==> src/pkg/prdp_pkg.sv <==
// Summary of operation
// - At most one BAR-decode bit of descriptor bits 135:128 is ever set.
// - Data framing rises together with the request when the packet has payload.
// - Data framing drops at least one cycle before the final payload beat is shown.
// - Word-valid strobe is high only while the payload bus holds valid data.
// - Payload bus is two DWORDs wide, placed by a low descriptor address bit.
// - 64-bit addressing: descriptor bit 2 selects the half for the first DWORD.
// - 32-bit addressing: descriptor bit 34 selects the half for the first DWORD.
// - Later DWORDs fill remaining halves in order, little-endian quadword aligned.
// - An eight-bit byte-qualifier vector marks each valid payload byte.
// - The eight-lane variant provides no byte qualifiers.
// - Each virtual channel, 0 or 1, has its own independent instance.
// - Descriptor bit 126 set means a data phase follows.
`default_nettype none
package prdp_pkg;
	localparam int DESC_W       = 136;
	localparam int BAR_LSB      = 128;
	localparam int BAR_W        = 8;
	localparam int HAS_DATA_BIT = 126;
	localparam int ADDR64_BIT   = 125;
	localparam int OFS64_BIT    = 2;
	localparam int OFS32_BIT    = 34;
	localparam int DATA_W       = 64;
	localparam int DW_W         = 32;
	localparam int QUAL_W       = 8;
	localparam int LEN_W        = 10;
	localparam int FIFO_DEPTH   = 16;
	localparam logic [3:0] DW_QUAL = 4'hf;

	typedef enum logic [1:0] {IDLE, REQ, DATA} prdp_state_type;

	// Descriptor as handed over by the receive buffer, with payload length
	typedef struct packed {
		logic [DESC_W-1:0] desc;
		logic [LEN_W-1:0]  lenDw;
	} prdp_desc_type;

	// One packed payload beat as it waits in the FIFO
	typedef struct packed {
		logic [DATA_W-1:0] data;
		logic [QUAL_W-1:0] qual;
		logic              last;
	} prdp_beat_type;
endpackage
`default_nettype wire

==> src/core/prdp_rx_data_phase.sv <==
`default_nettype none
////////////////////////////////////////////////////////////////////////////////
module prdp_fifo #(
	parameter int WIDTH = 8,
	parameter int DEPTH = 16
) (
	input  wire logic             ref_clk,
	input  wire logic             rstN,
	input  wire logic [WIDTH-1:0] inData,
	input  wire logic             inValid,
	output logic                  inReady,
	output logic                  roomTwo,
	output logic [WIDTH-1:0]      outData,
	output logic                  outValid,
	input  wire logic             outReady
);
	localparam int AW = $clog2(DEPTH);
	logic [WIDTH-1:0] mem [DEPTH];
	logic [AW-1:0]    wrPtr;
	logic [AW-1:0]    rdPtr;
	logic [AW:0]      count;
	logic             push;
	logic             pop;

	// Honest flags from the fill level
	assign inReady  = count != (AW+1)'(DEPTH);
	assign roomTwo  = count <= (AW+1)'(DEPTH-2); // Covers a registered ready one cycle late
	assign outValid = count != '0;
	assign outData  = mem[rdPtr];
	assign push     = inValid && inReady;
	assign pop      = outValid && outReady;

	// Storage
	always_ff @(posedge ref_clk) begin
		if (push) begin
			mem[wrPtr] <= inData;
		end
	end

	// Pointers and level
	always_ff @(posedge ref_clk or negedge rstN) begin
		if (!rstN) begin
			wrPtr <= '0;
			rdPtr <= '0;
			count <= '0;
		end else begin
			if (push) begin
				wrPtr <= (wrPtr == AW'(DEPTH-1)) ? '0 : wrPtr + 1'b1;
			end
			if (pop) begin
				rdPtr <= (rdPtr == AW'(DEPTH-1)) ? '0 : rdPtr + 1'b1;
			end
			count <= count + (AW+1)'(push) - (AW+1)'(pop);
		end
	end
endmodule

////////////////////////////////////////////////////////////////////////////////
module prdp_rx_data_phase import prdp_pkg::*; #(
	parameter int VC_ID         = 0, // One instance per channel, nothing shared
	parameter bit HAS_BYTE_QUAL = 1'b1,
	parameter int DEPTH         = FIFO_DEPTH
) (
	input  wire logic           ref_clk,
	input  wire logic           arst_n,
	input  wire prdp_desc_type  descIn,
	input  wire logic           descInValid,
	output logic                descInReady,
	input  wire logic [DW_W-1:0] dwIn,
	input  wire logic           dwInValid,
	output logic                dwInReady,
	output logic                rxReq,
	output logic [DESC_W-1:0]   rxDesc,
	input  wire logic           rxAck,
	output logic                rxDfr,
	output logic                wordValidStrobe,
	output logic [DATA_W-1:0]   rxData,
	output logic [QUAL_W-1:0]   receiveByteQualifiers,
	input  wire logic           appWaitRequest
);
	logic [1:0]        rstPipe;
	logic              rstN;
	prdp_state_type    state;
	prdp_state_type    next_state;
	logic              take;
	logic              xfer;
	logic              ofsIn;
	logic [LEN_W:0]    beatSum;
	logic [LEN_W-1:0]  beatsLeft;
	logic [LEN_W-1:0]  remDw;
	logic              half;
	logic              dwTake;
	logic              beatPush;
	logic [DW_W-1:0]   laneData [2];
	logic [3:0]        laneQual [2];
	prdp_beat_type     bufBeat;
	prdp_beat_type     pushBeat;
	prdp_beat_type     headBeat;
	logic              headValid;
	logic              roomTwo;
	logic              load;
	logic              outLast;
	logic [BAR_W-1:0]  barIn;

	// Reset release through two flops
	always_ff @(posedge ref_clk or negedge arst_n) begin
		if (!arst_n) begin
			rstPipe <= 2'h0;
		end else begin
			rstPipe <= {rstPipe[0], 1'b1};
		end
	end
	assign rstN = rstPipe[1];

	////////////////////////////////////////////////////////////////////////////
	// Handshakes; a beat moves only when the application is not waiting
	assign take  = descInValid && descInReady;
	assign xfer  = wordValidStrobe && !appWaitRequest;
	assign ofsIn = descIn.desc[ADDR64_BIT] ? descIn.desc[OFS64_BIT]
	                                      : descIn.desc[OFS32_BIT];
	assign beatSum = {1'b0, descIn.lenDw} + (LEN_W+1)'(ofsIn) + (LEN_W+1)'(1);
	assign barIn   = descIn.desc[BAR_LSB +: BAR_W];

	// Sequencer; the acknowledge only closes the descriptor phase
	always_comb begin
		next_state = state;
		unique case (state)
			IDLE: if (take) next_state = REQ;
			REQ:  if (rxAck) next_state = rxDesc[HAS_DATA_BIT] ? DATA : IDLE;
			DATA: if (xfer && outLast) next_state = IDLE;
		endcase
	end

	always_ff @(posedge ref_clk or negedge rstN) begin
		if (!rstN) begin
			state       <= IDLE;
			descInReady <= 1'b0;
		end else begin
			state       <= next_state;
			descInReady <= next_state == IDLE && !take;
		end
	end

	// Descriptor phase; a malformed BAR field is cleared rather than shown
	always_ff @(posedge ref_clk or negedge rstN) begin
		if (!rstN) begin
			rxReq  <= 1'b0;
			rxDesc <= '0;
		end else if (take) begin
			rxReq  <= 1'b1;
			rxDesc <= descIn.desc;
			if (!$onehot0(barIn)) begin
				rxDesc[BAR_LSB +: BAR_W] <= '0;
			end
		end else if (rxAck) begin
			rxReq <= 1'b0;
		end
	end

	// Framing rises with the request and falls before the last beat
	always_ff @(posedge ref_clk or negedge rstN) begin
		if (!rstN) begin
			rxDfr     <= 1'b0;
			beatsLeft <= '0;
		end else if (take) begin
			rxDfr     <= descIn.desc[HAS_DATA_BIT];
			beatsLeft <= descIn.desc[HAS_DATA_BIT] ? beatSum[LEN_W:1] : '0;
		end else begin
			if (xfer) begin
				beatsLeft <= beatsLeft - 1'b1;
			end
			if (state == DATA && beatsLeft - LEN_W'(xfer) == LEN_W'(1)) begin
				rxDfr <= 1'b0;
			end
		end
	end

	////////////////////////////////////////////////////////////////////////////
	// Packer: DWORDs fill the beat halves in address order
	assign dwTake   = dwInValid && dwInReady;
	assign beatPush = dwTake && (half || remDw == LEN_W'(1));

	always_comb begin
		pushBeat = bufBeat;
		pushBeat.data[{half, 5'h0} +: DW_W] = dwIn;
		pushBeat.qual[{half, 2'h0} +: 4]    = DW_QUAL;
		pushBeat.last = remDw == LEN_W'(1);
	end

	always_ff @(posedge ref_clk or negedge rstN) begin
		if (!rstN) begin
			remDw     <= '0;
			half      <= 1'b0;
			dwInReady <= 1'b0;
		end else begin
			if (take) begin
				remDw <= descIn.desc[HAS_DATA_BIT] ? descIn.lenDw : '0;
				half  <= ofsIn;
			end else if (dwTake) begin
				remDw <= remDw - 1'b1;
				half  <= !half;
			end
			// Registered ready stays safe because the FIFO keeps two free slots
			dwInReady <= roomTwo && !take && remDw - LEN_W'(dwTake) != '0;
		end
	end

	// One generate lane per beat half
	for (genvar g = 0; g < 2; g++) begin : gLane
		always_ff @(posedge ref_clk or negedge rstN) begin
			if (!rstN) begin
				laneData[g] <= '0;
				laneQual[g] <= 4'h0;
			end else if (beatPush || take) begin
				laneData[g] <= '0;
				laneQual[g] <= 4'h0;
			end else if (dwTake && half == 1'(g)) begin
				laneData[g] <= dwIn;
				laneQual[g] <= DW_QUAL;
			end
		end
	end
	// Separate lane arrays keep one driver per flop; lane 1 is the upper DWORD
	assign bufBeat = {laneData[1], laneData[0], laneQual[1], laneQual[0], 1'b0};

	prdp_fifo #(
		.WIDTH ($bits(prdp_beat_type)),
		.DEPTH (DEPTH)
	) uFifo (
		.ref_clk  (ref_clk),
		.rstN     (rstN),
		.inData   (pushBeat),
		.inValid  (beatPush),
		.inReady  (),
		.roomTwo  (roomTwo),
		.outData  (headBeat),
		.outValid (headValid),
		.outReady (load)
	);

	////////////////////////////////////////////////////////////////////////////
	// Output stage; the last beat waits until framing is already low
	assign load = (!wordValidStrobe || xfer) && headValid && state == DATA
	              && !(headBeat.last && rxDfr);

	always_ff @(posedge ref_clk or negedge rstN) begin
		if (!rstN) begin
			wordValidStrobe <= 1'b0;
			rxData          <= '0;
			outLast         <= 1'b0;
		end else if (load) begin
			wordValidStrobe <= 1'b1;
			rxData          <= headBeat.data;
			outLast         <= headBeat.last;
		end else if (xfer) begin
			wordValidStrobe <= 1'b0;
		end
	end

	// The eight-lane build ties the qualifiers off
	if (HAS_BYTE_QUAL) begin : gQual
		always_ff @(posedge ref_clk or negedge rstN) begin
			if (!rstN) begin
				receiveByteQualifiers <= '0;
			end else if (load) begin
				receiveByteQualifiers <= headBeat.qual;
			end
		end

	end else begin : gNoQual
		always_ff @(posedge ref_clk or negedge rstN) begin
			if (!rstN) begin
				receiveByteQualifiers <= '0;
			end else begin
				receiveByteQualifiers <= '0;
			end
		end

	end
endmodule
`default_nettype wire

==> config.mk <==
export PLATFORM = sky130hd
export DESIGN_NAME = prdp_rx_data_phase
export DESIGN_NICKNAME = d
export VERILOG_FILES = /design/src/pkg/prdp_pkg.sv /design/src/core/prdp_rx_data_phase.sv
export SDC_FILE = /design/constraint.sdc
export NUM_CORES = 2
export LEC_CHECK = 0
export ABC_AREA = 1
export BUFFER_PORTS_ARGS = -buffer_cell sky130_fd_sc_hd__buf_2
export CORE_ASPECT_RATIO = 2
export CORE_MARGIN = 3
export CORE_UTILIZATION = 54
export CTS_CLUSTER_DIAMETER = 30
export DETAILED_ROUTE_END_ITERATION = 10
export PLACE_DENSITY = 0.72
export SKIP_LAST_GASP = 1
export SYNTH_ARGS = -nofsm -noshare
export SYNTH_HDL_FRONTEND = slang
export SYNTH_SLANG_ARGS = --single-unit
==> constraint.sdc <==
create_clock -name ref_clk -period 9.85 [get_ports ref_clk]
set_input_delay 0.985 -clock ref_clk [delete_from_list [all_inputs] [get_ports ref_clk]]
set_output_delay 0.985 -clock ref_clk [all_outputs]
set_load 0.01 [all_outputs]
-- After elaboration in Yosys (flattened, before gate mapping)
Memories as Yosys holds them, arrays and structs flattened.
Index checks and enable logic that the tools add are counted.
- bits in writable memories: 1168
- output and inout port bits: 213
- register bits: 324
- memories: 1
- muxes and demuxes: 35
- equality and inequality tests: 7
- shifts and indexed selects: 4
- $add $sub $neg: 19
- reductions and logical operators: 36
- magnitude comparators: 2
- bitwise gates (word level): 1
- memories (name ; depth ; bits a word ; rd ports ; clocked after memory_dff ; write ports ; RTL line ; text):
    uFifo.mem ; 16 ; 73 ; 1 ; 0 ; 1 ; prdp_rx_data_phase.sv:18 ; logic [WIDTH-1:0] mem [DEPTH];
- operator list (cell ; number):
    $mux W32 ; 4
    $bwmux W64 ; 1
    $shift A32 B8 Y64 const A ; 1
    $shiftx A32 B8 Y64 ; 1
    $mux W10 ; 6
    $mux W4 ; 6
    $eq A10 B1 Y1 const B ; 2
    $sub A10 B1 Y10 ; 2
    $sub A10 B1 Y10 const B ; 2
    $logic_and A1 B1 Y1 ; 17
    $reduce_bool A2 Y1 ; 7
    $add A10 B1 Y11 ; 1
    $add A11 B1 Y11 const B ; 1
    $mux W1 ; 11
    $reduce_bool A10 Y1 ; 1
    $add A1 B1 Y2 ; 4
    $add A4 B1 Y4 const B ; 2
    $bwmux W8 ; 1
    $eq A4 B4 Y1 const B ; 2
    $mux W2 ; 4
    $mux W8 ; 1
    $neg A6 Y8 ; 1
    $shift A4 B5 Y8 const A ; 1
    $shiftx A4 B5 Y8 const A ; 1
    other kinds (16) ; 24

-- Longest topological paths before layout
- depth after elaboration: 8
- mapped depth: 20

-- Cells and area by module
Synthesis repeated with hierarchy kept, for this count alone.
- cell total of the unflattened synthesis: 6700
- area total of the unflattened synthesis: 64753.4 sq um
- by module, submodules not included (module ; cells an instance ; instances ; area an instance (sq um) ; sequential area each (sq um)):
    prdp_fifo ; 5095 ; 1 ; 51440.6 ; 35399.0
    prdp_rx_data_phase ; 1605 ; 1 ; 13312.8 ; 7632.3

-- Worst setup path before layout
OpenSTA, ideal clock, no wires.
- kind: input-to-reg
- start point: in dwInValid
- end point: mem uFifo.mem[3][0] (netlist bit), enable pin
- setup slack: 3104 ps
- stages on the path: 7
- library setup time: 575 ps
- arrival time: 6171 ps
- cells stage by stage: nand2_1 -> clkinv_1 -> nand3_1 -> nand2_1 -> nand2_1 -> clkbuf_1 -> nor3_1
- cells in the longest elaborated chain, start to end: 5
- RTL lines (what ; RTL line ; text):
    from (decl) ; prdp_rx_data_phase.sv:70 ; input wire logic dwInValid,
    $logic_and A1 B1 Y1 ; prdp_rx_data_phase.sv:180 ; assign dwTake = dwInValid && dwInReady;
    $logic_and A1 B1 Y1 ; prdp_rx_data_phase.sv:181 ; assign beatPush = dwTake && (half || remDw == LEN_W'(1));
    $logic_and A1 B1 Y1 ; prdp_rx_data_phase.sv:30 ; assign push = inValid && inReady;
    $mux W1 ; prdp_rx_data_phase.sv:35 ; if (push) begin
    $mux W1 (implied by the code) ; prdp_rx_data_phase.sv:36 ; mem[wrPtr] <= inData;
    to (decl) ; prdp_rx_data_phase.sv:18 ;
Every way passes these cells.

-- Final worst setup path
- start point: reg uFifo.rdPtr[1]
- end point: reg uFifo.count[4]
- cells in the longest elaborated chain, start to end: 6
- RTL lines (what ; RTL line ; text):
    from (decl) ; prdp_rx_data_phase.sv:20 ; logic [AW-1:0] rdPtr;
    from (signal assigned) ; prdp_rx_data_phase.sv:51 ; rdPtr <= (rdPtr == AW'(DEPTH-1)) ? '0 : rdPtr + 1'b1;
    $mem_v2 Z16 W73 ; n/a ;
    $logic_and A1 B1 Y1 ; prdp_rx_data_phase.sv:244 ; && !(headBeat.last && rxDfr);
    $logic_not A1 Y1 ; prdp_rx_data_phase.sv:244 ;
    $logic_and A1 B1 Y1 ; prdp_rx_data_phase.sv:244 ;
    $logic_and A1 B1 Y1 ; prdp_rx_data_phase.sv:31 ; assign pop = outValid && outReady;
    $sub A5 B1 Y5 ; prdp_rx_data_phase.sv:53 ; count <= count + (AW+1)'(push) - (AW+1)'(pop);
    to (signal assigned) ; prdp_rx_data_phase.sv:53 ;
    to (decl) ; prdp_rx_data_phase.sv:21 ; logic [AW:0] count;
Every way passes these cells.
A chain may end at the register's enable or synchronous reset.

==> flow_metrics.env <==
export IMPL_ys_warn_count=0
export IMPL_gp_congestion=0.849
export IMPL_cts_htree_levels=4
export IMPL_netlist_instances=5093
export IMPL_timing_fmax_mhz=194
export IMPL_nFillCells=8104
export IMPL_actual_slew_at_the_worst_max_slew_pin_ps=1290
export IMPL_critical_path_start_type="register"
export IMPL_yosys_register_bits=1384
export IMPL_clock_sinks=1384
export IMPL_ctsLongestPathBuffers=3
export IMPL_final_antenna_net_count=0
export IMPL_finalMaxSlewViolations=0
export IMPL_wirelength_mm=156
export IMPL_layout_cells_non_filler=6917
export IMPL_timing_critical_path_max_delay_family="simple AND/OR/NAND/NOR gates"
export IMPL_tritoncts_clock_tree="done"
export IMPL_crit_path_max_fanout=86
export IMPL_asyncSetResetFlopFracSynth_pct=22.5
export IMPL_num_nets_final=5644
export IMPL_leakage_component_of_the_power_nw=25.5
export IMPL_post_cts_setup_buffers=0
export IMPL_timing_critical_path_slowest_stage_cell="dfrtp_4"
export IMPL_worst_hold_path_type="register to async pin"
export IMPL_cellPowerDensity_nw_per_um2=297
export IMPL_drive_gt1_share_pct=14.1
export IMPL_final_cell_mix="nand2_1 (1090), edfxtp_1 (1072), nor2_1 (917), o21ai_0 (587), buf_2 (396)"
export IMPL_vdd_ir_drop_worst_uv=316
export IMPL_rows=167
export IMPL_via_per_inst=5.78
export IMPL_mostFrequentLayoutCell="nand2_1"
export IMPL_grt_overflow=0
export IMPL_cp_buffers_inverters=3
export IMPL_timing_critical_path_slowest_cell_delay_ps=830
export IMPL_fin_setup_tns_ps=0
export IMPL_grt_start_max_net_pins=328
export IMPL_wl_per_cell_um=22.5
export IMPL_worstPathArrival_ps=5820
export IMPL_fp_dieW_um=234
export IMPL_vias=40000
export IMPL_rsz0062_at_grt="no"
export IMPL_first_global_vias=39300
export IMPL_detailed_place_hpwl_mm=84.8
export IMPL_worst_skew_pair_late_latency_ps=780
export IMPL_worstPathRequired_ps=10520
export IMPL_synth_sequential_area_ratio_pct=71.0
export IMPL_synth_edff_count=1072
export IMPL_report_final_hold_viol_count=0
export IMPL_cp_cell_sequence="inv_2, buf_4, nand2_1, nand3_1, nand3_1, nand2_4, nand2_4, ha_1, inv_1, ha_1, fa_1, a21oi_1, nor2_1, nor2_1, xnor2_1"
export IMPL_layout_skew_ps=33.7
export IMPL_numPlacedInstances=6630
export IMPL_slew_headroom_pct=13.9
export IMPL_die_area_um2=109000
export IMPL_layout_overhead_on_the_synthesized_area_pct=14.6
export IMPL_synth_flop_cell="edfxtp_1"
export IMPL_maximum_capacitance_violations=0
export IMPL_start_util_pct=54.4
export IMPL_crit_path_end_kind="register"
export IMPL_setup_violations=0
export IMPL_remaining_drcs=0
export IMPL_avgSynthCellArea_um2=11.1
export IMPL_core_area_um2=104000
export IMPL_cts_buffers=148
export IMPL_first_pass_iters=6
export IMPL_final_period_demand_of_the_worst_path_ps=5150
export IMPL_fp_dieH_um=463
export IMPL_dp_slack_ps=4860
export IMPL_grt_first_pass_wirelength_mm=232
export IMPL_grt_antenna_before_repair=11
export IMPL_number_of_drc_markers_in_iteration_0=4098
export IMPL_port_buffers=396
export IMPL_netlist_area_um2=56400
export IMPL_cts_root_buf="clkbuf_16"
export IMPL_timing_final_ws_setup_ps=4700
export IMPL_synthesis_nets=5308
export IMPL_ioPinCount=397
export IMPL_outcome="complete, no violations"
export IMPL_synth_distinct_cells=40
export IMPL_fin_crit_sh_pct=52.3
export IMPL_critPathKind="register to register"
export IMPL_groute_usage_overall_pct=28.5
export IMPL_clkTransAtPathRegs_ps=70
[metrics by stage]
| stage | power, mW | instance area, µm² | utilization, % | hold slack, ps |
|---|---|---|---|---|
| 2_1_floorplan | 11.6 | 56400 | - | 331 |
| 3_3_place_gp | 13.4 | 59500 | 57.4 | 340 |
| 3_5_place_dp | 13.6 | 59500 | 57.4 | 340 |
| 4_1_cts | 19.2 | 64600 | 62.3 | 351 |
| 5_1_grt | 20.1 | 64600 | 62.3 | 363 |
| 6_report | 19.2 | 64600 | 62.3 | 325 |
[synth_stat cells (all sizes together), types with 3 or more instances]
cell    count  area share (%)
buf       140             1.5
inv       190             1.3
o21ai     746             6.6
ha         26            0.58
clkinv      4           0.027
a31oi       5           0.055
nor3       24            0.21
nand3     227             2.0
fa          5            0.18
xnor2       3           0.047
clkbuf    166             1.1
nor2      921             6.1
dfrtp     312              14
o211ai     93             1.2
nand4      13            0.14
nand2    1095             7.3
a22oi       6           0.080
a21oi      26            0.23
edfxtp   1072              57
xor2        6           0.093
[cell type report]
type / instances / area, µm² / share of cell area, %
Timing Repair Buffer: 492 / 2760 / 4.27
Multi-Input combinational cell: 3209 / 14300 / 22.1
Antenna cell: 8 / 20.0 / 0.0310
Clock inverter: 103 / 1080 / 1.67
Sequential cell: 1384 / 40000 / 62.0
Clock buffer: 175 / 3980 / 6.17
Tap cell: 1352 / 1690 / 2.62
Inverter: 194 / 751 / 1.16
[registers in the layout, summed over array words and instances, names as in the netlist]
register               cells
uFifo.count                5
beatsLeft                 10
bufBeat                   66
remDw                     10
outLast                    1
wordValidStrobe            1
state                      2
rstPipe                    2
rxReq                      1
uFifo.wrPtr                4
uFifo.rdPtr                4
rxDfr                      1
rxData                    64
half                       1
uFifo.mem               1072
rxDesc                   136
dwInReady                  1
descInReady                1
receiveByteQualifiers      2
[cell families (layout without fill, tap and decap cells)]
kind of cell | Yosys count | count (layout) | share of synthesized area (%)
fa+ha+maj | 31 | 31 | 0.755
buf+inv | 500 | 964 | 3.93
compound gates | 884 | 884 | 8.34
simple gates | 2284 | 2284 | 15.9
other cells | 1 | 9 | 0.00665
xor+xnor | 9 | 9 | 0.140
flops | 1384 | 1384 | 71.0
[timing repair]
item / 4_1_cts / 5_1_grt
hold endpoints to repair: 2 / 0
gates resized for setup: 0 / 0
hold buffers: 1 / 0
[where the power goes]
group	switching [mW]	total (mW)	internal (mW)
Combinational	3.94	5.54	1.60
Clock	2.45	5.65	3.20
Sequential	0.523	7.97	7.45
Total	6.91	19.2	12.3
[path summary, 6_finish.rpt]
| kind | start | endpoint | slack, ps | cells past startpoint |
|---|---|---|---|---|
| worst max-delay path | uFifo.rdPtr[1]$_DFFE_PN0P_ | uFifo.count[4]$_DFF_PN0_ | 4700 | 15 |
| worst min-delay path | rstPipe[1]$_DFF_PN0_ | rxData[60]$_DFFE_PN0N_ | 320 | 0 |
| worst max register to register | uFifo.rdPtr[1]$_DFFE_PN0P_ | uFifo.count[4]$_DFF_PN0_ | 4700 | 15 |
| worst min register to register | rstPipe[1]$_DFF_PN0_ | rxData[60]$_DFFE_PN0N_ | 320 | 0 |
| max in group asynchronous | rstPipe[1]$_DFF_PN0_ | rxData[20]$_DFFE_PN0N_ | 8130 | 1 |
| min in group ref_clk | rstPipe[0]$_DFF_PN0_ | rstPipe[1]$_DFF_PN0_ | 350 | 0 |
[layer usage]
| layer | wire [µm] | vias to the layer above | GRT usage, % |
|---|---|---|---|
| li1 | - | 18000 | - |
| met1 | 55200 | 19400 | 34.6 |
| met2 | 78500 | 2169 | 48.3 |
| met3 | 14700 | 427 | 6.34 |
| met4 | 7490 | 6 | 13.2 |
| met5 | 46 | - | 0 |
Power figures use the tool's default switching activity.
